File: src/hmc_defs.svh
/*
 * Constants of the host mode control block: register offsets, field
 * positions, reset values and timing counts.
 * Assumes inclusion by bare name from the block's top module.
 */
`ifndef HMC_DEFS_SVH
`define HMC_DEFS_SVH

// ****************************************************************
// register map
// ****************************************************************
`define HMC_MODE_OFS      16'h8000
`define HMC_EVEN_MASK     16'hfffe
`define HMC_SOCK_BASE     16'h8200
`define HMC_SOCK_MASK     16'hfe00
`define HMC_PORT_MASK     6'h3e
`define HMC_TX_PORT_OFS   6'h2e
`define HMC_RX_PORT_OFS   6'h30

// ****************************************************************
// mode word fields
// ****************************************************************
`define HMC_BIT_WIDTH     15
`define HMC_BIT_PAUSE     14
`define HMC_BIT_WRF_HI    13
`define HMC_BIT_WRF_LO    11
`define HMC_BIT_RDH       10
`define HMC_BIT_FS        8
`define HMC_BIT_RST       7
`define HMC_BIT_MT        5
`define HMC_BIT_PB        4
`define HMC_BIT_PPP       3
`define HMC_BIT_DBS       2
`define HMC_BIT_IND       0
`define HMC_WR_MASK       16'h3dbd
`define HMC_MODE_RESET    16'h3800

// ****************************************************************
// timing
// ****************************************************************
`define HMC_HOLD_CYCLES   2'h2
`define HMC_SRST_CYCLES   4'h8

`endif

File: src/hmc_pkg.sv
/*
 * Types shared by the host mode control block.
 * Assumes nothing beyond its own definitions.
 */
`default_nettype none

package hmc_pkg;
  typedef logic [15:0] hmc_word_t;
  typedef logic [2:0]  hmc_wrf_t;
  typedef enum logic [2:0] {
    ST_IDLE,
    ST_WRITE,
    ST_WAIT,
    ST_READ,
    ST_HOLD
  } hmc_state_t;
endpackage : hmc_pkg

`default_nettype wire

File: src/hmc_mode_ctrl.sv
/*
 * Host-side mode control word of the network controller, with the
 * parallel host bus front end that it steers.
 * Assumes asynchronous host pins, a same-clock core that answers a read
 * strobe one cycle later, and a MAC that reports pause state as a level.
 */
// Function
// bus width latched from strap, read-only
// pause flag shows received pause frame
// transmission held off while pause flag set
// write data fetched after programmed delay
// early chip select release fetches immediately
// read data held two cycles if enabled
// host avoids bus during read hold
// fifo swap exchanges bytes on data ports
// soft reset bit resets device, self-clears
// normal mode: tx write-only, rx read-only
// memory test allows both directions everywhere
// host resets or closes socket after test
// mode word resets to 3800 or b800
// ping block stops automatic echo replies
// pppoe enable bit drives pppoe operation
// bus swap on all registers, wide only
// bit zero selects indirect addressing
// read-only and reserved writes ignored, zero
`default_nettype none
`include "hmc_defs.svh"

module hmc_mode_ctrl
  import hmc_pkg::*;
(
  input  wire logic              clk,           // core clock, 50 MHz
  input  wire logic              rst_n,         // sync reset, active low
  input  wire logic              hostCsN,       // host chip select
  input  wire logic              hostWrN,       // host write strobe
  input  wire logic              hostRdN,       // host read strobe
  input  wire hmc_pkg::hmc_word_t hostAddr,     // host address pins
  input  wire hmc_pkg::hmc_word_t hostDataIn,   // data pins, input side
  output var  hmc_pkg::hmc_word_t hostDataOut,  // data pins, output side
  output var  logic              hostDataOe,    // data pins driven
  input  wire logic              wideBusStrap,  // wide bus strap pin
  input  wire logic              pauseFrameRx,  // mac pause state
  input  wire hmc_pkg::hmc_word_t coreRdData,   // core read answer
  output var  logic              coreWrStb,     // core write pulse
  output var  logic              coreRdStb,     // core read pulse
  output var  hmc_pkg::hmc_word_t coreAddr,     // core address
  output var  hmc_pkg::hmc_word_t coreWrData,   // core write data
  output var  logic [1:0]        coreByteEn,    // core byte lanes
  output var  logic              coreSoftReset, // device soft reset
  output var  logic              txPause,       // hold off transmit
  output var  logic              pingBlock,     // no auto echo reply
  output var  logic              pppoeEnable,   // pppoe mode
  output var  logic              indirectMode,  // pointer addressing
  output var  logic              memTestEnable, // memory test path
  output var  logic              busWide        // 16-bit host bus
);
  import hmc_pkg::*;

  // ****************************************************************
  // helpers
  // ****************************************************************
  function automatic hmc_word_t swapBytes(input hmc_word_t w);
    return {w[7:0], w[15:8]};
  endfunction : swapBytes

  function automatic logic isModeAddr(input hmc_word_t a);
    return (a & `HMC_EVEN_MASK) == `HMC_MODE_OFS;
  endfunction : isModeAddr

  function automatic logic isPortAddr(input hmc_word_t a, input logic [5:0] ofs);
    return ((a & `HMC_SOCK_MASK) == `HMC_SOCK_BASE) && ((a[5:0] & `HMC_PORT_MASK) == ofs);
  endfunction : isPortAddr

  // ****************************************************************
  // pin synchronisers
  // ****************************************************************
  logic [35:0] pinS;

  hmc_sync #(.W(36)) uSync (
    .clk (clk),
    .d   ({hostCsN, hostWrN, hostRdN, wideBusStrap, hostAddr, hostDataIn}),
    .q   (pinS)
  );

  wire       csNS    = pinS[35];
  wire       wrNS    = pinS[34];
  wire       rdNS    = pinS[33];
  wire       strapS  = pinS[32];
  hmc_word_t addrS;
  hmc_word_t dataS;
  assign addrS = pinS[31:16];
  assign dataS = pinS[15:0];

  // ****************************************************************
  // state
  // ****************************************************************
  hmc_state_t state_q;
  logic       csNPrev_q;
  logic       strapDone_q;
  logic       width_q;
  logic       pause_q;
  hmc_word_t  mode_q;
  hmc_word_t  addr_q;
  logic       rdPend_q;
  logic       rdTake_q;
  logic [1:0] holdCnt_q;
  logic [3:0] srstCnt_q;
  logic       fetch;

  wire csFall = csNPrev_q && !csNS;
  wire csRise = !csNPrev_q && csNS;

  hmc_fetch uFetch (
    .clk    (clk),
    .rst_n  (rst_n),
    .start  (csFall && !wrNS),
    .csHigh (csNS),
    .delay  (mode_q[`HMC_BIT_WRF_HI:`HMC_BIT_WRF_LO]),
    .fetch  (fetch)
  );

  // ****************************************************************
  // access decode
  // ****************************************************************
  wire fsOn    = mode_q[`HMC_BIT_FS];
  wire mtOn    = mode_q[`HMC_BIT_MT];
  wire rdhOn   = mode_q[`HMC_BIT_RDH];
  wire dbsOn   = mode_q[`HMC_BIT_DBS] && width_q;
  wire isMode  = isModeAddr(addr_q);
  wire isTx    = isPortAddr(addr_q, `HMC_TX_PORT_OFS);
  wire isRx    = isPortAddr(addr_q, `HMC_RX_PORT_OFS);
  wire isPort  = isTx || isRx;
  wire swapOn  = (fsOn && isPort) ^ dbsOn;
  wire msbLane = !addr_q[0] ^ (fsOn && isPort);
  wire allowWr = !(isRx && !mtOn);
  wire allowRd = !(isTx && !mtOn);

  wire [1:0] byteEn  = width_q ? 2'b11 : (msbLane ? 2'b10 : 2'b01);
  hmc_word_t wrWord;
  hmc_word_t beMask;
  hmc_word_t wrMask;
  hmc_word_t modeNew;
  hmc_word_t modeRead;
  hmc_word_t rdWord;
  hmc_word_t rdOut;

  assign wrWord  = width_q ? (swapOn ? swapBytes(dataS) : dataS) : {dataS[7:0], dataS[7:0]};
  assign beMask  = {{8{byteEn[1]}}, {8{byteEn[0]}}};
  assign wrMask  = `HMC_WR_MASK & beMask;
  assign modeNew = (mode_q & ~wrMask) | (wrWord & wrMask);
  assign modeRead = (mode_q & `HMC_WR_MASK) | {width_q, pause_q, 14'h0000};
  assign rdWord  = isMode ? modeRead : (allowRd ? coreRdData : 16'h0000);
  assign rdOut   = width_q ? (swapOn ? swapBytes(rdWord) : rdWord)
                           : {8'h00, (msbLane ? rdWord[15:8] : rdWord[7:0])};

  wire doWrite   = (state_q == ST_WRITE) && fetch;
  wire modeWrite = doWrite && isMode && (srstCnt_q == 4'h0);
  wire coreWrite = doWrite && !isMode && allowWr;
  wire srstLast  = srstCnt_q == 4'h1;

  // ****************************************************************
  // bus width strap and pause flag
  // ****************************************************************
  always_ff @(posedge clk) begin
    if (!rst_n) begin
      strapDone_q <= 1'b0;
      width_q     <= 1'b0;
      pause_q     <= 1'b0;
    end else begin
      pause_q <= pauseFrameRx;
      if (!strapDone_q) begin
        strapDone_q <= 1'b1;
        width_q     <= strapS;
      end
    end
  end

  // ****************************************************************
  // mode word and soft reset
  // ****************************************************************
  always_ff @(posedge clk) begin
    if (!rst_n) begin
      mode_q    <= `HMC_MODE_RESET;
      srstCnt_q <= 4'h0;
    end else if (srstLast) begin
      mode_q    <= `HMC_MODE_RESET;
      srstCnt_q <= 4'h0;
    end else if (srstCnt_q != 4'h0) begin
      srstCnt_q <= srstCnt_q - 4'h1;
    end else if (modeWrite) begin
      mode_q <= modeNew;
      if (modeNew[`HMC_BIT_RST]) begin
        srstCnt_q <= `HMC_SRST_CYCLES;
      end
    end
  end

  // ****************************************************************
  // host bus sequencer
  // ****************************************************************
  always_ff @(posedge clk) begin
    if (!rst_n) begin
      state_q   <= ST_IDLE;
      csNPrev_q <= 1'b1;
      addr_q    <= 16'h0000;
      rdPend_q  <= 1'b0;
      holdCnt_q <= 2'h0;
    end else begin
      csNPrev_q <= csNS;
      rdPend_q  <= 1'b0;
      case (state_q)
        ST_IDLE: begin
          if (csFall && !wrNS) begin
            addr_q  <= addrS;
            state_q <= ST_WRITE;
          end else if (csFall && !rdNS) begin
            addr_q   <= addrS;
            rdPend_q <= 1'b1;
            state_q  <= ST_READ;
          end
        end
        ST_WRITE: begin
          if (fetch) begin
            state_q <= csNS ? ST_IDLE : ST_WAIT;
          end
        end
        ST_WAIT: begin
          if (csNS) begin
            state_q <= ST_IDLE;
          end
        end
        ST_READ: begin
          if (csRise) begin
            holdCnt_q <= `HMC_HOLD_CYCLES;
            state_q   <= rdhOn ? ST_HOLD : ST_IDLE;
          end
        end
        ST_HOLD: begin
          holdCnt_q <= holdCnt_q - 2'h1;
          if (holdCnt_q == 2'h1) begin
            state_q <= ST_IDLE;
          end
        end
        default: begin
          state_q <= ST_IDLE;
        end
      endcase
    end
  end

  // ****************************************************************
  // host data pins
  // ****************************************************************
  wire driveNext = ((state_q == ST_IDLE) && csFall && wrNS && !rdNS)
                || ((state_q == ST_READ) && !(csRise && !rdhOn))
                || ((state_q == ST_HOLD) && (holdCnt_q != 2'h1));

  // core answers one cycle after its strobe, so take the word a cycle later
  always_ff @(posedge clk) begin
    if (!rst_n) begin
      hostDataOut <= 16'h0000;
      hostDataOe  <= 1'b0;
      rdTake_q    <= 1'b0;
    end else begin
      hostDataOe <= driveNext;
      rdTake_q   <= rdPend_q;
      if (rdTake_q) begin
        hostDataOut <= rdOut;
      end
    end
  end

  // ****************************************************************
  // core side strobes
  // ****************************************************************
  always_ff @(posedge clk) begin
    if (!rst_n) begin
      coreWrStb     <= 1'b0;
      coreRdStb     <= 1'b0;
      coreAddr      <= 16'h0000;
      coreWrData    <= 16'h0000;
      coreByteEn    <= 2'b00;
      coreSoftReset <= 1'b0;
    end else begin
      coreWrStb     <= coreWrite;
      coreRdStb     <= (state_q == ST_IDLE) && csFall && wrNS && !rdNS
                       && !isModeAddr(addrS)
                       && !(isPortAddr(addrS, `HMC_TX_PORT_OFS) && !mtOn);
      coreSoftReset <= (modeWrite && modeNew[`HMC_BIT_RST])
                       || ((srstCnt_q != 4'h0) && !srstLast);
      if (coreWrite) begin
        coreAddr   <= addr_q;
        coreWrData <= wrWord;
        coreByteEn <= byteEn;
      end else if ((state_q == ST_IDLE) && csFall) begin
        coreAddr   <= addrS;
        coreByteEn <= 2'b11;
      end
    end
  end

  // ****************************************************************
  // mode outputs
  // ****************************************************************
  assign txPause       = pause_q;
  assign pingBlock     = mode_q[`HMC_BIT_PB];
  assign pppoeEnable   = mode_q[`HMC_BIT_PPP];
  assign indirectMode  = mode_q[`HMC_BIT_IND];
  assign memTestEnable = mode_q[`HMC_BIT_MT];
  assign busWide       = width_q;
endmodule : hmc_mode_ctrl

`default_nettype wire

File: src/hmc_sync.sv
/*
 * Two-flop synchroniser bank for the host pins.
 * Assumes every bit is an independent slow level.
 */
`default_nettype none

module hmc_sync #(
  parameter int W = 1
) (
  input  wire logic         clk,    // core clock
  input  wire logic [W-1:0] d,      // asynchronous pins
  output var  logic [W-1:0] q       // synchronised levels
);
  logic [W-1:0] meta_q;

  always_ff @(posedge clk) begin
    meta_q <= d;
    q      <= meta_q;
  end
endmodule : hmc_sync

`default_nettype wire

File: src/hmc_fetch.sv
/*
 * Write data fetch timer: one pulse either a programmed number of cycles
 * after the start or at chip select release, whichever comes first.
 * Assumes start and csHigh are synchronised levels on clk.
 */
`default_nettype none

module hmc_fetch
  import hmc_pkg::*;
(
  input  wire logic              clk,    // core clock
  input  wire logic              rst_n,  // sync reset
  input  wire logic              start,  // chip select fell
  input  wire logic              csHigh, // chip select released
  input  wire hmc_pkg::hmc_wrf_t delay,  // programmed fetch delay
  output var  logic              fetch   // one-cycle capture pulse
);
  import hmc_pkg::*;

  logic     busy_q;
  hmc_wrf_t cnt_q;
  wire      due = busy_q && ((cnt_q == delay) || csHigh);

  always_ff @(posedge clk) begin
    if (!rst_n) begin
      busy_q <= 1'b0;
      cnt_q  <= 3'h0;
      fetch  <= 1'b0;
    end else begin
      fetch <= due;
      if (start) begin
        busy_q <= 1'b1;
        cnt_q  <= 3'h0;
      end else if (due) begin
        busy_q <= 1'b0;
      end else if (busy_q) begin
        cnt_q <= cnt_q + 3'h1;
      end
    end
  end
endmodule : hmc_fetch

`default_nettype wire

File: config.mk
export PLATFORM = sky130hd
export DESIGN_NAME = hmc_mode_ctrl
export DESIGN_NICKNAME = d
export VERILOG_FILES = /design/src/hmc_pkg.sv /design/src/hmc_mode_ctrl.sv /design/src/hmc_sync.sv /design/src/hmc_fetch.sv
export VERILOG_INCLUDE_DIRS = /design/src
export SDC_FILE = /design/constraint.sdc
export NUM_CORES = 1
export LEC_CHECK = 0
export ABC_AREA = 0
export BUFFER_PORTS_ARGS = -buffer_cell sky130_fd_sc_hd__buf_2
export CAP_MARGIN = 40
export CORE_UTILIZATION = 39
export CTS_BUF_LIST = sky130_fd_sc_hd__clkbuf_16
export DETAILED_ROUTE_END_ITERATION = 16
export SYNTH_ARGS = -nofsm -noshare
export SYNTH_HDL_FRONTEND = slang
export SYNTH_HIERARCHICAL = 1
export SYNTH_SLANG_ARGS = --single-unit
File: constraint.sdc
create_clock -name clk -period 2.45 [get_ports clk]
set_input_delay 0.3675 -clock clk [delete_from_list [all_inputs] [get_ports clk]]
set_output_delay 0.3675 -clock clk [all_outputs]
set_load 0.005 [all_outputs]
After elaboration in Yosys (flattened, before gate mapping)

Index checks and enable logic that the tools add are counted.

Output and inout bits: 60
Word-level logic and storage cells: 155
Register bits: 178

Add/sub/neg operators: 3
Equal/unequal tests: 20
Bitwise gates (word level): 11
Mux-type cells: 33
Reductions and logical operators: 64

Operators with widths:

| kind                   | number |
|---|---|
| $mux W16               | 10 |
| $eq A15 B15 Y1 const B | 2 |
| $logic_and A1 B1 Y1    | 28 |
| $mux W3                | 7 |
| $and A16 B14 Y16       | 1 |
| $and A16 B16 Y16       | 1 |
| $not A14 Y16           | 1 |
| $or A14 B16 Y16        | 1 |
| $or A16 B16 Y16        | 1 |
| $eq A5 B5 Y1 const B   | 3 |
| $pmux W3 S5            | 1 |
| $eq A7 B7 Y1 const B   | 2 |
| $logic_not A1 Y1       | 13 |
| $mux W2                | 6 |
| $mux W4                | 3 |
| $reduce_bool A2 Y1     | 6 |
| $reduce_and A2 Y1      | 5 |
| $mux W8                | 1 |
| $eq A3 B2 Y1 const B   | 2 |
| $ne A2 B1 Y1 const B   | 3 |
| $logic_or A1 B1 Y1     | 5 |
| $reduce_and A5 Y1      | 1 |
| $eq A4 B1 Y1 const B   | 1 |
| $logic_not A4 Y1       | 1 |
| 17 further kinds       | 26 |

Depth between registers and ports, before layout

Gate-level depths: netlist of run 1.

Word-level depth: 13
Mapped depth: 8

Modules after synthesis

The synthesis of run 1 kept the hierarchy.

Modules (own cells, without submodules):

| module        | sequential area each (sq um) | area an instance (sq um) | instances | cells each |
|---|---|---|---|---|
| hmc_mode_ctrl | 1,921.8                      | 4,599.4                  | 1         | 474 |
| hmc_sync      | 1,441.4                      | 1,441.4                  | 1         | 72 |
| hmc_fetch     | 100.1                        | 274.0                    | 1         | 29 |

Worst setup path before layout of run 1

Ideal clock, no wire load.

Kind: register to register
From: register addr_q[4]
To: register hostDataOut[11]
Cell stages (with the launch flop): 8
Required time: 2.328 ns
Buffers on the path: 2
Clock period less this slack: 2.081 ns
Setup time: 0.122 ns
Data arrival time: 1.959 ns
Setup slack: 0.369 ns
Cell sequence: dfxtp_1 and4b_4 o2111ai_2 buf_6 xor2_2 buf_6 mux2_4 a221o_1

Longest elaborated chain between the ends: 7

RTL lines:

| element                                                   | RTL line                                   | text |
|---|---|---|
| from (decl)                                               | hmc_mode_ctrl.sv:103                       | `hmc_word_t addr_q;` |
| from (signal assigned)                                    | hmc_mode_ctrl.sv:214                       | `addr_q <= addrS;` |
| from (signal assigned)                                    | hmc_mode_ctrl.sv:217                       | `addr_q <= addrS;` |
| $eq A5 B5 Y1                                              | hmc_mode_ctrl.sv:71                        | `` return ((a & `HMC_SOCK_MASK) == `HMC_SOCK_BASE) && ((a[5:0] & `HMC_PORT_MASK) == ofs); `` |
| $logic_and A1 B1 Y1                                       | hmc_mode_ctrl.sv:71                        |  |
| $logic_and A1 B1 Y1 or $logic_or A1 B1 Y1 (tied branches) | hmc_mode_ctrl.sv:136, hmc_mode_ctrl.sv:132 |  |
| $mux W16 or $logic_and A1 B1 Y1 (tied branches)           | hmc_mode_ctrl.sv:152, hmc_mode_ctrl.sv:133 |  |
| $mux W16 or $xor A1 B1 Y1 (tied branches)                 | hmc_mode_ctrl.sv:152, hmc_mode_ctrl.sv:133 |  |
| $mux W16 * (2 in series)                                  | hmc_mode_ctrl.sv:153                       | `assign rdOut = width_q ? (swapOn ? swapBytes(rdWord) : rdWord)` |
| to (signal assigned)                                      | hmc_mode_ctrl.sv:268                       | `hostDataOut <= rdOut;` |
| to (decl)                                                 | hmc_mode_ctrl.sv:39                        | `output var hmc_pkg::hmc_word_t hostDataOut,` |

Every way passes the cells marked *; elsewhere a longest branch is shown, timed or not.
A chain may end at the register's enable or synchronous reset.

Worst setup path after layout of run 1

From: register addr_q[13]
To: register hostDataOut[8]

Longest elaborated chain between the ends: 7

RTL lines:

| element                                                   | RTL line |
|---|---|
| $eq A7 B7 Y1 (no source line)                             | -- |
| $logic_and A1 B1 Y1                                       | hmc_mode_ctrl.sv:71 |
| $logic_and A1 B1 Y1 or $logic_or A1 B1 Y1 (tied branches) | hmc_mode_ctrl.sv:136, hmc_mode_ctrl.sv:132 |
| $mux W16 or $logic_and A1 B1 Y1 (tied branches)           | hmc_mode_ctrl.sv:152, hmc_mode_ctrl.sv:133 |
| $mux W16 or $xor A1 B1 Y1 (tied branches)                 | hmc_mode_ctrl.sv:152, hmc_mode_ctrl.sv:133 |
| $mux W16 * (2 in series)                                  | hmc_mode_ctrl.sv:153 |

Marked as above.

==> results of run 1 <==
[worst paths after layout]
kind,from,endpoint,cells after the start
worst max-delay path,addr_q[13]$_SDFFE_PN0P_,hostDataOut[8]$_SDFFE_PN0P_,8
worst min-delay path,hostDataIn[12],uSync/meta_q[12]$_DFF_P_,1
worst max register to register,addr_q[13]$_SDFFE_PN0P_,hostDataOut[8]$_SDFFE_PN0P_,8
worst min register to register,uSync/meta_q[31]$_DFF_P_,uSync/q[31]$_DFF_P_,0
[cell families after synthesis]
kind of cell | Yosys count | share of synthesized area
and+or+nand+nor | 145 | 0.130
xor gates and xnor gates | 7 | 0.0139
DFF | 173 | 0.548
buffers and inverters | 37 | 0.0271
adders and majority gates | 2 | 0.00396
muxes | 74 | 0.123
AOI/OAI and AO/OA | 137 | 0.154
[per-stage QoR]
step           setup WS [ps]  area (um2)
6_report                 156        7870
3_5_place_dp            69.3        7240
3_3_place_gp             163        7240
2_1_floorplan            369        6310
4_1_cts                 69.3        7860
5_1_grt                 27.9        7870
[worst reg2reg max path, delay by kind of cell (launching register included)]
family	cells	cell delay, ps
xor gates and xnor gates	1	260
DFF	1	350
AOI/OAI and AO/OA	2	460
buffers and inverters	2	450
and+or+nand+nor	2	460
muxes	1	220
[sequential cells by signal, summed over array words and instances (netlist names), named ones only]
name,count
uSync/meta_q,36
uSync/q,36
addr_q,16
coreAddr,16
coreWrData,16
hostDataOut,16
srstCnt_q,4
state_q,3
uFetch/cnt_q,3
coreByteEn,2
holdCnt_q,2
busWide,1
coreRdStb,1
coreSoftReset,1
coreWrStb,1
csNPrev_q,1
hostDataOe,1
mode_q,1
rdPend_q,1
rdTake_q,1
strapDone_q,1
txPause,1
uFetch/busy_q,1
uFetch/fetch,1
[routing by layer]
layer	track usage	up-vias	share of wire
met3	0.0429	24	0.043
met4	0.0907	0	0.024
li1	-	2335	-
met1	0.222	2211	0.46
met2	0.291	122	0.48
met5	0	-	0
[where the power goes]
group          total (mW)  internal (mW)  switching, mW  leakage [nW]
logic               0.541          0.271          0.271          1.85
clock network        2.77           1.56           1.21         0.299
registers            3.03           2.94         0.0875          1.43
[synthesized netlist by cell type, types with 3 or more instances]
| cell type | instances | area, um2 |
|---|---|---|
| dfxtp_1 | 173 | 3460 |
| mux2i_1 | 68 | 681 |
| nand2_1 | 46 | 173 |
| o21ai_0 | 35 | 175 |
| a21oi_1 | 31 | 155 |
| nor2b_1 | 29 | 181 |
| o211a_1 | 23 | 230 |
| clkbuf_1 | 20 | 75.1 |
| nor2_1 | 14 | 52.6 |
| buf_2 | 8 | 40.0 |
| nand2b_1 | 8 | 50.1 |
| nor3_1 | 8 | 40.0 |
| a31oi_1 | 7 | 43.8 |
| and2_1 | 7 | 43.8 |
| nand3_1 | 6 | 30.0 |
| nor4_1 | 5 | 31.3 |
| a21boi_0 | 4 | 30.0 |
| a221o_1 | 4 | 40.0 |
| inv_1 | 4 | 15.0 |
| and3_1 | 3 | 18.8 |
| and4_1 | 3 | 26.3 |
| buf_6 | 3 | 33.8 |
| o211ai_1 | 3 | 22.5 |
| o21a_1 | 3 | 22.5 |
| o221ai_1 | 3 | 26.3 |
| o31ai_1 | 3 | 22.5 |
| o32a_1 | 3 | 30.0 |
| xnor2_1 | 3 | 26.3 |
[timing repair]
item                       in CTS  in global routing
hold endpoints to repair        0                  0
setup endpoints to repair       0                  4
resized for setup               0                  1
[cell type report]
cell class	instances	area, um2	share of cell area
Inverter	5	18.8	0.00239
Timing Repair Buffer	138	801	0.102
Sequential cell	173	3460	0.440
Clock inverter	15	188	0.0239
Multi-Input combinational cell	365	2700	0.343
Clock buffer	17	425	0.0541
Tap cell	216	270	0.0344
==> impl_metrics.ini, run 1 <==
[layout]
post-route-util = 0.497
syn2layout_area_growth_pct = 24.6
nNetsFinal = 757
antenna_cells = 0
stdcell_count = 929
n_fill_cell = 1474
final_common_cell = dfxtp_1
drive_above_1_share = 0.269
layout_common_cells = dfxtp_1 (173), buf_2 (114), mux2i_1 (68), nand2_1 (46), o21ai_0 (35)

[timing]
rsz0062_at_grt = false
hold_viol = 0
period_needed_ps = 2290
worst_pin_slew_ps = 591
slew_violations = 0
finClkSkew_ps = 21.1
setup_viol_count_final = 0
relSlewSlack = 0.605
tns_ps = 0
hold_slack_ps = 32.0
finalCritPeriodShare = 0.936
fmax_ghz = 0.436

[power_and_ir_drop]
ir_worst_vdd_v = 0.000513
powerDensity_nw_per_um2 = 806
power.leakage_nw = 3.58
fin_total_pwr_mw = 6.34

[die]
coreArea_um2 = 15800
ioPinCount = 115
rows = 46
die_area_um2 = 16700
die_x_um = 129
die_h_um = 129
initial_core_util = 0.399

[route]
routed_wl_mm = 14.5
drtIter0Drc = 232
avgRoutedWirePerCell_um = 15.6
drc = 0
vias = 4692
via_per_inst = 5.05
drt_pass1_iterations = 4
ant_nets = 0

[clock_network]
post_cts_buffers = 0
cts-buffers-inserted = 17
clockBufferDepth = 2
path_clk_slew_ps = 70
cts_sinks = 173
cts_tree = built
cts_root_buf = clkbuf_16
htreeDepth = 4
ctsHoldBuffers = 0
clk_latency_ps = 430

[logic_synthesis]
ys_ff_latch = 173
synth.distinct_cells = 68
postSynthAreaPerCell_um2 = 11.0
synth_edf_count = 0
ys.warnings.count = 6
async_reset_ff_frac = 0
seq_area_frac_synth = 0.548
synth_fp_nets = 632
synthCells = 575
syn_area_um2 = 6310
synthFlopType = dfxtp_1

[global_route]
grt_pass1_vias = 4542
grt_start_max_net_pins = 58
gr-total-overflow = 0
gr-usage-all-layers = 0.179
antenna_found_initial = 0
grt_first_pass_wirelength_mm = 22.8

[setup_path]
r2r_slack_ps = 160
end_kind = flip-flop
cp_top_family = compound AO/OA/AOI/OAI gates
critPathSlowestCell = nor4b_4
startpoint_type = flip-flop
path_class = flip-flop to flip-flop
crit_chain = nor4b_4 > o2111ai_2 > buf_12 > xor2_4 > buf_4 > mux2i_1 > nor2_1 > a221o_1
cp_max_fo = 9
worstPathRequired_ps = 2760
cp.arrival_ps = 2600
max_stage_delay_ps = 390
critPathBufInv = 2

[placed_design]
numPortBuffers = 114
hpwl_mm = 10.4
gp_congestion = 0.874
placed_cells = 897

[run]
max_cap_viol_count = 0

[worst_hold_path]
hold_class = primary input to flip-flop

[run_status]
status = completed
Note: power is estimated with default switching activity, not from simulation.
==> inputs of run 2 (changes only) <==
CELL_PAD_IN_SITES_DETAIL_PLACEMENT = 1   (was not set)
CELL_PAD_IN_SITES_GLOBAL_PLACEMENT = 1   (was not set)
CORE_UTILIZATION = 43   (was 39)
PLACE_DENSITY_LB_ADDON = 0.1   (was not set)
TNS_END_PERCENT = 30   (was not set)
==> run 2 against run 1 <==
Effect of this change: clock-buffer cell count did not move; non-clock buffer count grew 1; design area is 0.35% lower; flip-flop and latch count unchanged; utilization up 5.9 points; sequential share of layout area increased by 0.15 points; critical path type unchanged; largest power group unchanged; highest routed layer unchanged.
==> impl_metrics.ini, run 2 (same netlist as run 1, synthesis figures left out) <==
[global_route]
gr-usage-all-layers = 0.227
gr-total-overflow = 0
grt_pass1_vias = 4988
antenna_found_initial = 0
grt_start_max_net_pins = 39
grt_first_pass_wirelength_mm = 25.8

[clock_network]
cts-buffers-inserted = 17
ctsResizeCount = 0
clk_latency_ps = 440
ctsHoldBuffers = 0
post_cts_buffers = 0
htreeDepth = 4
cts_tree = built
cts_root_buf = clkbuf_16
path_clk_slew_ps = 70
clockBufferDepth = 2
cts_sinks = 173

[timing]
finClkSkew_ps = 13.8
rsz0062_at_grt = false
hold_viol = 0
setup_viol_count_final = 0
period_needed_ps = 2290
finalCritPeriodShare = 0.934
slew_violations = 0
tns_ps = 0
worst_pin_slew_ps = 543
worst_slack_ps = 162
fmax_ghz = 0.437
relSlewSlack = 0.629

[power_and_ir_drop]
ir_worst_vdd_v = 0.000767
power.leakage_nw = 3.59
powerDensity_nw_per_um2 = 831
fin_total_pwr_mw = 6.51

[setup_path]
end_kind = flip-flop
cp_max_fo = 12
r2r-end = hostDataOut[10]$_SDFFE_PN0P_
ff2ff_path_depth = 7
endpoint = hostDataOut[10]$_SDFFE_PN0P_
cp.arrival_ps = 2600
regToRegStartpoint = addr_q[13]$_SDFFE_PN0P_
startpoint = addr_q[13]$_SDFFE_PN0P_
worstPathRequired_ps = 2760
path_class = flip-flop to flip-flop
r2r_slack_ps = 160
startpoint_type = flip-flop

[layout]
layout_common_cells = dfxtp_1 (173), buf_2 (114), mux2i_1 (68), nand2_1 (46), o21ai_0 (35)
stdcell_count = 894
final_common_cell = dfxtp_1
drive_above_1_share = 0.272
n_fill_cell = 1527
antenna_cells = 0
post-route-util = 0.556
nNetsFinal = 758
top_regs = uSync/meta_q: 36 flops, uSync/q: 36 flops
syn2layout_area_growth_pct = 24.2

[placed_design]
gp_congestion = 0.814
numPortBuffers = 114
hpwl_mm = 11.4
placed_cells = 862
dp_slack_ps = 171

[worst_hold_path]
hold_class = primary input to flip-flop

[route]
vias = 4803
drt_pass1_iterations = 4
avgRoutedWirePerCell_um = 18.2
via_per_inst = 5.37
ant_nets = 0
drc = 0
routed_wl_mm = 16.3
drtIter0Drc = 224

[die]
die_h_um = 123
die_x_um = 123
ioPinCount = 115
die_area_um2 = 15200
initial_core_util = 0.448
rows = 43
coreArea_um2 = 14100

[run_status]
status = completed

[run]
max_cap_viol_count = 0
==> run 2: cell types whose count changed in the layout (fill, tap and decap cells not counted) <==
| cell | delta |
|---|---|
| buf_4 | +2 |
| xor2_2 | +1 |
| clkinv_8 | +1 |
| clkinv_1 | -1 |
| bufinv_16 | +1 |
| inv_6 | -3 |
| xor2_4 | -1 |
| clkinv_4 | +2 |
| buf_12 | -1 |
==> run 2: stage by stage <==
stage	instance area [um2]	hold slack [ps]
final	7840	26.4
after global routing	7840	4.12
after CTS	7840	11.2
after detailed placement	7190	313
after global placement	7190	310
after floorplan	6310	310
==> run 2: report_power, final <==
group	leakage, nW	switching [mW]	internal, mW
sequential	1.43	0.0939	2.94
combinational	1.85	0.285	0.268
clock	0.313	1.26	1.67
total	3.59	1.63	4.88
==> run 2: how the worst min path moves through the flow <==
| stage | cells after the start | to | startpoint |
|---|---|---|---|
| 2_1_floorplan | 0 | uSync/q[0]$_DFF_P_ | uSync/meta_q[0]$_DFF_P_ |
| 3_3_place_gp | 0 | uSync/q[28]$_DFF_P_ | uSync/meta_q[28]$_DFF_P_ |
| 3_5_place_dp | 0 | uSync/q[7]$_DFF_P_ | uSync/meta_q[7]$_DFF_P_ |
| 4_1_cts | 1 | uSync/meta_q[2]$_DFF_P_ | hostDataIn[2] |
| 5_1_grt | 1 | uSync/meta_q[27]$_DFF_P_ | hostAddr[11] |
| 6_report | 1 | uSync/meta_q[13]$_DFF_P_ | hostDataIn[13] |
==> run 2: area by class of cell <==
class                      count  area (um2)  share of cell area
clock buffer                  17         425              0.0543
multi-input combinational    365        2690               0.343
tap                          180         225              0.0287
sequential                   173        3460               0.442
clock inverter                15         221              0.0282
timing repair buffer         139         796               0.102
inverter                       5        18.8             0.00239
==> run 2: worst max-delay path: stages, from the launching register on <==
cell	delay [ps]
dfxtp_1	350
nor4b_4	390
o2111ai_2	170
buf_4	220
xor2_2	210
buf_12	180
mux2_2	340
a221o_1	310
==> run 2: per-layer routing <==
metal	routed length [um]	part of all wire	GRT usage
met1	7410	0.45	0.291
met3	728	0.045	0.0549
met5	0	0	0
met4	280	0.017	0.0858
met2	7880	0.48	0.369
==> inputs of run 3 (changes only) <==
==> constraint.sdc (replaced) <==
create_clock -name clk -period 2.45 [get_ports clk]
set_input_delay 0.49 -clock clk [delete_from_list [all_inputs] [get_ports clk]]
set_output_delay 0.49 -clock clk [all_outputs]
set_load 0.005 [all_outputs]
==> run 3 against run 2 <==
Effect of this change: cell count rose by 0.11%; total power fell by 0.95%; design area barely moved; routed wire length fell by 0.55%; largest cell class unchanged.
==> impl_metrics.ini, run 3 (same netlist as run 1, synthesis figures left out) <==
[route]
via_per_inst = 5.41
drt_pass1_iterations = 4
vias = 4841
avgRoutedWirePerCell_um = 18.1
drtIter0Drc = 282
drc = 0
ant_nets = 0
routed_wl_mm = 16.2

[timing]
finalCritPeriodShare = 0.919
hold_slack_ps = 141
setup_viol_count_final = 0
tns_ps = 0
slew_violations = 0
fmax_ghz = 0.444
worst_slack_ps = 198
rsz0062_at_grt = false
finClkSkew_ps = 10.2
hold_viol = 0
relSlewSlack = 0.589
worst_pin_slew_ps = 615
period_needed_ps = 2250

[clock_network]
ctsHoldBuffers = 0
cts-buffers-inserted = 17
ctsResizeCount = 0
htreeDepth = 4
clockBufferDepth = 2
post_cts_buffers = 0
cts_root_buf = clkbuf_16
cts_tree = built
clk_latency_ps = 440
cts_sinks = 173
path_clk_slew_ps = 80

[placed_design]
numPortBuffers = 114
hpwl_mm = 11.3
gp_congestion = 0.783
dp_slack_ps = 199

[die]
initial_core_util = 0.448
coreArea_um2 = 14100
rows = 43
ioPinCount = 115
die_h_um = 123
die_area_um2 = 15200
die_x_um = 123

[setup_path]
max_stage_delay_ps = 370
cp_max_fo = 9
critPathSlowestCell = nor4b_4
startpoint_type = flip-flop
cp.arrival_ps = 2580
crit_chain = nor4b_4 > o2111ai_2 > buf_12 > xor2_2 > buf_4 > buf_4 > mux2i_1 > nor2_1 > a221o_1
end_kind = flip-flop
critPathBufInv = 3
crit_top_cell = buf_4
path_class = flip-flop to flip-flop
cp_top_family = buffers and inverters
worstPathRequired_ps = 2780

[layout]
antenna_cells = 0
syn2layout_area_growth_pct = 24.2
final_common_cell = dfxtp_1
n_fill_cell = 1558
regArea_um2 = 3460
drive_above_1_share = 0.273
multi_input_area_um2 = 2690
nNetsFinal = 759
top_regs = uSync/meta_q: 36 flops, uSync/q: 36 flops
layout_common_cells = dfxtp_1 (173), buf_2 (114), mux2i_1 (68), nand2_1 (46), o21ai_0 (35)

[worst_hold_path]
hold_class = primary input to flip-flop

[global_route]
gr-usage-all-layers = 0.225
grt_start_max_net_pins = 39
grt_pass1_vias = 4989
antenna_found_initial = 0
grt_first_pass_wirelength_mm = 25.6
gr-total-overflow = 0

[power_and_ir_drop]
power.leakage_nw = 3.60
powerDensity_nw_per_um2 = 823
ir_worst_vdd_v = 0.000707

[run]
max_cap_viol_count = 0

[run_status]
status = completed
==> run 3: worst paths after layout <==
kind / startpoint / end / slack, ps / cells after the start
setup / recovery: addr_q[13]$_SDFFE_PN0P_ / hostDataOut[12]$_SDFFE_PN0P_ / 200 / 9
setup reg to reg: addr_q[13]$_SDFFE_PN0P_ / hostDataOut[12]$_SDFFE_PN0P_ / 200 / 9
hold / removal: hostDataIn[4] / uSync/meta_q[4]$_DFF_P_ / 140 / 1
hold reg to reg: uSync/meta_q[34]$_DFF_P_ / uSync/q[34]$_DFF_P_ / 330 / 0
==> run 3: cell type report <==
cell class / instances / area share
Clock inverter: 15 / 0.0276
Timing Repair Buffer: 140 / 0.102
Inverter: 5 / 0.00239
Sequential cell: 173 / 0.442
Tap cell: 180 / 0.0287
Clock buffer: 17 / 0.0542
Multi-Input combinational cell: 365 / 0.343
==> run 3: layer usage <==
layer	GRT usage	share of wire	vias up
met5	0	0	-
met1	0.283	0.46	2395
li1	-	-	2333
met3	0.0521	0.035	20
met4	0.0866	0.013	0
met2	0.373	0.49	93
==> run 3: per-stage QoR <==
stage	util	power, mW	cell area [um2]	std cells
floorplan	-	3.43	6310	575
global placement	0.511	3.63	7200	863
detailed placement	0.511	3.65	7200	863
CTS	0.556	6.52	7840	895
global route	0.556	6.70	7840	895
finish	0.556	6.45	7840	895
==> run 3: where the power goes <==
group / total [mW] / internal, mW / switching [mW]
Sequential: 3.04 / 2.94 / 0.0914
Combinational: 0.555 / 0.271 / 0.284
Clock: 2.86 / 1.58 / 1.28
